### src/inc/lco_pkg.sv
/*
 * lco_pkg: register map, field positions, reset values and source codes of the
 * lcd clock output controller.
 * assumes: a processor-side byte register port with bit-write support.
 */
package lco_pkg;
  localparam logic [15:0] CLOCK_OUTPUT_SELECT_ADDR = 16'hFF40;
  localparam logic [15:0] PORT_MODE_FOURTEEN_ADDR = 16'hFF2E;
  localparam logic [7:0] CLOCK_OUTPUT_SELECT_RESET = 8'h00;
  localparam logic [7:0] PORT_MODE_FOURTEEN_RESET = 8'hFF;
  localparam int OUTPUT_ENABLE_POS = 4;
  localparam int PIN_DIRECTION_POS = 0;
  localparam logic [7:0] CLOCK_OUTPUT_SELECT_MASK = 8'h1F;
  localparam logic [3:0] SRC_PRS_DIV64 = 4'h6;
  localparam logic [3:0] SRC_PRS_DIV128 = 4'h7;
  localparam logic [3:0] SRC_SUBSYSTEM = 4'h8;
  localparam int PRESCALE_WIDTH = 7;
  localparam int DIV64_BIT = 5;
  localparam int DIV128_BIT = 6;
endpackage : lco_pkg

### src/verilog/lco_clock_output.sv
/*
 * lco_clock_output: clock source selection and glitch-free gating for the
 * clock delivered to the lcd controller/driver, with its two control registers.
 * assumes: i_clock is the peripheral clock; the subsystem clock arrives as a
 * slow level on i_sub_clock, synchronous to i_clock; byte or single-bit writes.
 */
`timescale 1ns/10ps
module lco_clock_output
  import lco_pkg::*;
(
  input wire logic i_clock,              // peripheral clock
  input wire logic i_reset_n,            // synchronous reset, active low
  input wire logic i_sub_clock,          // subsystem clock level
  input wire logic [15:0] i_addr,        // register address
  input wire logic i_wr,                 // write strobe
  input wire logic i_bit_op,             // single-bit write when high
  input wire logic [2:0] i_bit_sel,      // bit number for bit write
  input wire logic [7:0] i_wdata,        // write data (bit op uses bit 0)
  input wire logic i_rd,                 // read strobe
  output logic [7:0] o_rdata,            // read data
  output logic o_lcd_clock_out           // clock to lcd controller/driver
);

  typedef enum logic [1:0] {
    LCO_OFF = 2'b01,
    LCO_RUN = 2'b10
  } lco_state_e;

  logic [7:0] clock_output_select_reg;
  logic [7:0] port_mode_reg_fourteen;
  logic [PRESCALE_WIDTH-1:0] prescale_reg;
  logic sel_clock;
  logic sel_valid;
  logic want_on;
  logic gated_next;
  lco_state_e state_reg;
  logic [7:0] high_run_reg;

  function automatic logic [7:0] lco_write(input logic [7:0] cur, input logic [7:0] d,
                                           input logic bit_op, input logic [2:0] sel);
    logic [7:0] r;
    r = cur;
    if (bit_op) begin
      r[sel] = d[0];
    end else begin
      r = d;
    end
    return r;
  endfunction : lco_write

  // registers
  always_ff @(posedge i_clock) begin
    if (!i_reset_n) begin
      clock_output_select_reg <= CLOCK_OUTPUT_SELECT_RESET;
    end else if (i_wr && i_addr == CLOCK_OUTPUT_SELECT_ADDR) begin
      // upper bits are not implemented and read zero
      clock_output_select_reg <= lco_write(clock_output_select_reg, i_wdata, i_bit_op,
                                           i_bit_sel) & CLOCK_OUTPUT_SELECT_MASK;
    end
  end

  always_ff @(posedge i_clock) begin
    if (!i_reset_n) begin
      port_mode_reg_fourteen <= PORT_MODE_FOURTEEN_RESET;
    end else if (i_wr && i_addr == PORT_MODE_FOURTEEN_ADDR) begin
      port_mode_reg_fourteen <= lco_write(port_mode_reg_fourteen, i_wdata, i_bit_op,
                                          i_bit_sel);
    end
  end

  always_ff @(posedge i_clock) begin
    if (!i_reset_n) begin
      o_rdata <= 8'h00;
    end else if (i_rd && i_addr == CLOCK_OUTPUT_SELECT_ADDR) begin
      o_rdata <= clock_output_select_reg;
    end else if (i_rd && i_addr == PORT_MODE_FOURTEEN_ADDR) begin
      o_rdata <= port_mode_reg_fourteen;
    end else begin
      o_rdata <= 8'h00;
    end
  end

  // prescaler: free running divider of the peripheral clock
  always_ff @(posedge i_clock) begin
    if (!i_reset_n) begin
      prescale_reg <= '0;
    end else begin
      prescale_reg <= prescale_reg + 1'b1;
    end
  end

  always_comb begin
    sel_valid = 1'b1;
    case (clock_output_select_reg[3:0])
      SRC_PRS_DIV64: sel_clock = prescale_reg[DIV64_BIT];
      SRC_PRS_DIV128: sel_clock = prescale_reg[DIV128_BIT];
      SRC_SUBSYSTEM: sel_clock = i_sub_clock;
      default: begin
        // prohibited codes give no clock
        sel_clock = 1'b0;
        sel_valid = 1'b0;
      end
    endcase
  end

  assign want_on = clock_output_select_reg[OUTPUT_ENABLE_POS]
                   && !port_mode_reg_fourteen[PIN_DIRECTION_POS] && sel_valid;

  // gate: opens only while source low, closes only once source is low again
  always_ff @(posedge i_clock) begin
    if (!i_reset_n) begin
      state_reg <= LCO_OFF;
    end else begin
      case (state_reg)
        LCO_OFF: if (want_on && !sel_clock) state_reg <= LCO_RUN;
        LCO_RUN: if (!want_on && !sel_clock) state_reg <= LCO_OFF;
        default: state_reg <= LCO_OFF;
      endcase
    end
  end

  assign gated_next = (state_reg == LCO_RUN) ? sel_clock : 1'b0;

  always_ff @(posedge i_clock) begin
    if (!i_reset_n) begin
      o_lcd_clock_out <= 1'b0;
    end else begin
      o_lcd_clock_out <= gated_next;
    end
  end

  // helper for the glitch check: cycles spent high in the current phase
  always_ff @(posedge i_clock) begin
    if (!i_reset_n) begin
      high_run_reg <= 8'h00;
    end else if (!o_lcd_clock_out) begin
      high_run_reg <= 8'h00;
    end else if (high_run_reg != 8'hFF) begin
      high_run_reg <= high_run_reg + 8'h01;
    end
  end

  // register access
  chk_reset_values: assert property (@(posedge i_clock)
    !i_reset_n |=> clock_output_select_reg == CLOCK_OUTPUT_SELECT_RESET
      && port_mode_reg_fourteen == PORT_MODE_FOURTEEN_RESET && !o_lcd_clock_out)
    else $error("reset values wrong");
  chk_pm_reset: assert property (@(posedge i_clock)
    !i_reset_n |=> port_mode_reg_fourteen[PIN_DIRECTION_POS])
    else $error("direction bit not set");
  chk_bit_write: assert property (@(posedge i_clock) disable iff (!i_reset_n)
    i_wr && i_bit_op && i_addr == PORT_MODE_FOURTEEN_ADDR
      |=> port_mode_reg_fourteen[$past(i_bit_sel)] == $past(i_wdata[0]))
    else $error("bit write lost");
  chk_cks_bit_write: assert property (@(posedge i_clock) disable iff (!i_reset_n)
    i_wr && i_bit_op && i_addr == CLOCK_OUTPUT_SELECT_ADDR && i_bit_sel <= 3'h4
      |=> clock_output_select_reg[$past(i_bit_sel)] == $past(i_wdata[0]))
    else $error("select bit write lost");
  chk_byte_write: assert property (@(posedge i_clock) disable iff (!i_reset_n)
    i_wr && !i_bit_op && i_addr == CLOCK_OUTPUT_SELECT_ADDR
      |=> clock_output_select_reg == ($past(i_wdata) & CLOCK_OUTPUT_SELECT_MASK))
    else $error("byte write lost");
  chk_read_select: assert property (@(posedge i_clock) disable iff (!i_reset_n)
    i_rd && i_addr == CLOCK_OUTPUT_SELECT_ADDR |=> o_rdata == $past(clock_output_select_reg))
    else $error("select read wrong");
  chk_read_mode: assert property (@(posedge i_clock) disable iff (!i_reset_n)
    i_rd && i_addr == PORT_MODE_FOURTEEN_ADDR |=> o_rdata == $past(port_mode_reg_fourteen))
    else $error("port mode read wrong");
  chk_read_idle: assert property (@(posedge i_clock) disable iff (!i_reset_n)
    !i_rd |=> o_rdata == 8'h00) else $error("read data not cleared");

  // source selection and gate
  chk_disabled_low: assert property (@(posedge i_clock) disable iff (!i_reset_n)
    (!clock_output_select_reg[OUTPUT_ENABLE_POS] || port_mode_reg_fourteen[PIN_DIRECTION_POS])
      && state_reg == LCO_OFF |=> state_reg == LCO_OFF && !o_lcd_clock_out)
    else $error("output active while disabled");
  chk_bad_code_off: assert property (@(posedge i_clock) disable iff (!i_reset_n)
    state_reg == LCO_OFF && clock_output_select_reg[3:0] != SRC_PRS_DIV64
      && clock_output_select_reg[3:0] != SRC_PRS_DIV128
      && clock_output_select_reg[3:0] != SRC_SUBSYSTEM |=> state_reg == LCO_OFF)
    else $error("prohibited source gave output");
  chk_div64_follow: assert property (@(posedge i_clock) disable iff (!i_reset_n)
    state_reg == LCO_RUN && clock_output_select_reg[3:0] == SRC_PRS_DIV64
      |=> o_lcd_clock_out == $past(prescale_reg[DIV64_BIT]))
    else $error("div64 not followed");
  chk_div128_follow: assert property (@(posedge i_clock) disable iff (!i_reset_n)
    state_reg == LCO_RUN && clock_output_select_reg[3:0] == SRC_PRS_DIV128
      |=> o_lcd_clock_out == $past(prescale_reg[DIV128_BIT]))
    else $error("div128 not followed");
  chk_sub_follow: assert property (@(posedge i_clock) disable iff (!i_reset_n)
    state_reg == LCO_RUN && clock_output_select_reg[3:0] == SRC_SUBSYSTEM
      |=> o_lcd_clock_out == $past(i_sub_clock))
    else $error("subsystem clock not followed");
  chk_start_low: assert property (@(posedge i_clock) disable iff (!i_reset_n)
    state_reg == LCO_OFF ##1 state_reg == LCO_RUN |-> !$past(sel_clock) && !o_lcd_clock_out)
    else $error("output started outside low phase");
  chk_stop_low: assert property (@(posedge i_clock) disable iff (!i_reset_n)
    state_reg == LCO_RUN ##1 state_reg == LCO_OFF |-> !o_lcd_clock_out)
    else $error("output cut mid pulse");
  chk_high_full: assert property (@(posedge i_clock) disable iff (!i_reset_n)
    o_lcd_clock_out && !gated_next
      && (clock_output_select_reg[3:0] == SRC_PRS_DIV64
      || clock_output_select_reg[3:0] == SRC_PRS_DIV128)
      |-> high_run_reg >= 8'((1 << DIV64_BIT) - 1))
    else $error("narrow high pulse");
  chk_idle_low: assert property (@(posedge i_clock) disable iff (!i_reset_n)
    state_reg == LCO_OFF ##1 state_reg == LCO_OFF |-> !o_lcd_clock_out)
    else $error("output not low while stopped");
  cov_div64: cover property (@(posedge i_clock) state_reg == LCO_RUN
    && clock_output_select_reg[3:0] == 4'h6);
  cov_div128: cover property (@(posedge i_clock) state_reg == LCO_RUN
    && clock_output_select_reg[3:0] == 4'h7);
  cov_sub: cover property (@(posedge i_clock) state_reg == LCO_RUN
    && clock_output_select_reg[3:0] == 4'h8);
  cov_stop: cover property (@(posedge i_clock) state_reg == LCO_RUN ##1 state_reg == LCO_OFF);
  cov_open: cover property (@(posedge i_clock) state_reg == LCO_OFF ##1 state_reg == LCO_RUN);

endmodule : lco_clock_output

### config.mk
export PLATFORM = sky130hd
export DESIGN_NAME = lco_clock_output
export DESIGN_NICKNAME = d
export VERILOG_FILES = /design/src/inc/lco_pkg.sv /design/src/verilog/lco_clock_output.sv
export SDC_FILE = /design/constraint.sdc
export NUM_CORES = 1
export LEC_CHECK = 0
export CAP_MARGIN = 20
export CORE_UTILIZATION = 30
export CTS_CLUSTER_DIAMETER = 60
export DETAILED_ROUTE_END_ITERATION = 6
export DONT_BUFFER_PORTS = 1
export HOLD_SLACK_MARGIN = 0.1
export PLACE_DENSITY = 0.41
export SLEW_MARGIN = 40
export SYNTH_ARGS = -nofsm -noshare
export SYNTH_HDL_FRONTEND = slang
export SYNTH_SLANG_ARGS = --single-unit
### constraint.sdc
create_clock -name i_clock -period 1.3 [get_ports i_clock]
set_clock_uncertainty 0.1 [all_clocks]
set_input_delay 0.13 -clock i_clock [delete_from_list [all_inputs] [get_ports i_clock]]
set_output_delay 0.13 -clock i_clock [all_outputs]
set_load 0.01 [all_outputs]
==> run_results.csv <==
group,metric,value,unit
die,i_o_pin_total,42,
timing,max_slew_margin,61.0,%
hold_path,min_path_type,"primary input to register",
timing,min_clock_period_post_route,1.35,ns
routing,maxUsedRoutingLayer,"met4",
logic_synthesis,synth_enable_flop_cells,0,
cts,ctsHtreeMaxLevel,2,
logic_synthesis,synth.area.top_cells,"sky130_fd_sc_hd__dfxtp_1, sky130_fd_sc_hd__nand2_1, sky130_fd_sc_hd__mux2i_1, sky130_fd_sc_hd__a22o_1, sky130_fd_sc_hd__nand2b_1",
global_routing,grt_pass1_wl,5.56,mm
setup_path,critical_path.startpoint_type,"register",
cts,clock_slew_seen_by_the_registers_of_the_worst_setup_and_hold_paths,0.06,ns
die,die_area,0.00542,mm^2
routing,met3_length,199,um
run_status,violations_in_the_final_reports,"negative hold slack, negative setup slack",
flow_run,cap_violations,0,
finish,post-route-util,38.4,%
logic_synthesis,post-synth-top-area-cell,"sky130_fd_sc_hd__dfxtp_1",
place,pre_cts_setup_slack,-0.0820,ns
routing,route.final.wire_length,3.47,mm
routing,m1WireLength,1.70,mm
timing,worst_pin_slew,0.577,ns
logic_synthesis,synthMostInstantiatedCell,"sky130_fd_sc_hd__dfxtp_1",
timing,setup_slack,-0.0501,ns
finish,seq_area,626,um^2
cts,clockBufferDepth,2,
routing,drc,0,
logic_synthesis,ys_dominant_reg_cell,"sky130_fd_sc_hd__dfxtp_1",
die,num_rows,25,
routing,dr_wl_met2,1.50,mm
setup_path,critical_path.endpoint_type,"register",
routing,via_count,1279,
global_routing,grt_max_degree,23,
die,starting_density,31.9,%
logic_synthesis,synth-warning-count,0,
cts,post_cts_hold_buffer_count,9,
power,vdd_drop_max,297,uV
finish,finish.instance_area,0.00185,mm^2
die,die_h,73.6,um
timing,finalSetupViolations,2,
logic_synthesis,synth_common_cells,"sky130_fd_sc_hd__dfxtp_1, sky130_fd_sc_hd__nand2_1, sky130_fd_sc_hd__nor2_1",
global_routing,overflow,0,
timing,timing.final.crit_share,104,%
setup_path,cp_max_fo,4,
setup_path,worstPathRequired,1.34,ns
place,post_dp_cell_area,0.00164,mm^2
logic_synthesis,post-synth-top-area-fraction,40.3,%
finish,final_layout_size_suffix_gt1_share,17.9,%
power,cellPowerDensity,955,mW/mm^2
setup_path,timing_worst_setup_path_type,"register to register",
timing,clock.fmax,741,MHz
finish,antenna-diode-count,0,
logic_synthesis,postSynthAreaPerCell,9.38,um^2
timing,grt_setup_unrepaired,"true",
place,gp_congestion,0.755,
routing,drt_first_iter_violations,29,
timing,finalHoldViolCount,13,
power,power_leakage,0.697,nW
finish,synthToLayoutAreaGrowth,20.2,%
die,fp.coreArea,0.00482,mm^2
routing,dr.pass1.iters,4,
run_status,outcome,"finished with violations",
cts,clkSinkCount,31,
cts,cts_tree,"built",
finish,num-fill-cells,523,
routing,drtAntennaViolNets,0,
logic_synthesis,synth-seq-cells,31,
timing,setup_tns,-0.0954,ns
cts,clk_root_buffer_cell,"sky130_fd_sc_hd__clkbuf_8",
place,hpwl_dp,2.68,mm
logic_synthesis,asyncSetResetFlopFracSynth,0,%
place,place.port_buffers,0,
routing,via_per_inst,5.20,
global_routing,initial_antenna_violation_count,0,
timing,holdWs,-0.167,ns
logic_synthesis,seq_area_frac_synth,40.3,%
logic_synthesis,synth_area,0.00154,mm^2
finish,area_of_the_multi_input_gates,892,um^2
logic_synthesis,nets_in_the_synthesized_netlist,198,
global_routing,grtUsageTotal,13.9,%
cts,numCtsBuffers,5,
setup_path,regToRegSetupSlack,-0.05,ns
routing,wire_per_inst,14.1,um
die,dieWidth,73.6,um
finish,layout.nets,214,
timing,slew_violations,0,
global_routing,vias_in_the_first_global_route,1210,
logic_synthesis,synthDistinctLibCells,46,
logic_synthesis,syn-instance-count,164,
setup_path,critPathArrivalTime,1.39,ns
cts,clk-insertion-delay-late,0.28,ns
## path summary, 6_finish.rpt
kind	to	from	cells past startpoint
setup / recovery	state_reg[0]	clock_output_select_reg[0]	4
hold / removal	state_reg[0]	i_reset_n	1
setup reg to reg	state_reg[0]	clock_output_select_reg[0]	4
hold reg to reg	prescale_reg[0]	prescale_reg[0]	1
## metrics by stage
step                      power [mW]  std cells
final                           1.77        246
after global placement          1.09        231
after global routing            1.85        246
after floorplan                 1.08        164
after CTS                       1.78        247
after detailed placement        1.09        231
## what timing repair did
item	4_1_cts	5_1_grt
cloned	0	0
endpoints found under the hold margin	23	13
endpoints found under the setup margin	2	9
gates resized for setup	3	7
buffers inserted	1	0
pin swaps	2	5
## where the power goes
group / internal (mW) / switching (mW)
registers: 0.956 / 0.00502
logic: 0.0691 / 0.0646
clock network: 0.356 / 0.317
total: 1.38 / 0.387
## cell families after synthesis
logic type | Yosys count | share of synthesized area [%]
flip-flops | 31 | 40.3
XOR/XNOR | 6 | 3.42
AO/OA/AOI/OAI | 40 | 19.8
multiplexers | 6 | 3.98
buffers and inverters | 14 | 5.12
adder cells (fa/ha/maj) | 1 | 0.813
AND/OR/NAND/NOR | 66 | 26.6
## worst max-delay path, stage by stage, from the launching register on
cell and delay [ns]:
sky130_fd_sc_hd__dfxtp_4 0.38, sky130_fd_sc_hd__mux2_4 0.31, sky130_fd_sc_hd__a22oi_2 0.19, sky130_fd_sc_hd__buf_4 0.16, sky130_fd_sc_hd__o2111ai_2 0.09
## cells in the final DEF, fill, tap and decap left out, drive strengths merged, types with 2 or more instances in the layout
master / instances
and2: 3
nand4: 2
xor2: 3
mux2i: 5
a22o: 5
a31oi: 5
nand3: 7
dfxtp: 31
dlygate4sd3: 7
nand2: 17
o41ai: 3
nor4b: 5
and3: 4
inv: 5
nor2b: 2
o31ai: 3
nand2b: 7
clkbuf: 6
buf: 10
a41oi: 3
and4b: 3
xnor2: 3
o311a: 2
o21ai: 10
a311oi: 3
nor4: 2
nor2: 9
and4: 3
## per-layer routing
layer | track usage, % | vias to the layer above
met2 | 21.0 | 43
met5 | 0 | -
li1 | - | 650
met3 | 5.08 | 6
met1 | 17.7 | 580
met4 | 6.41 | 0
## cell type report
cell class | count | share of cell area [%]
repair buffers | 18 | 8.52
inverters | 5 | 1.01
well taps | 67 | 4.53
flip-flops and latches | 31 | 33.8
multi-input cells | 119 | 48.2
clock buffers | 6 | 3.92
No activity file was read; power rests on OpenSTA's default activity.
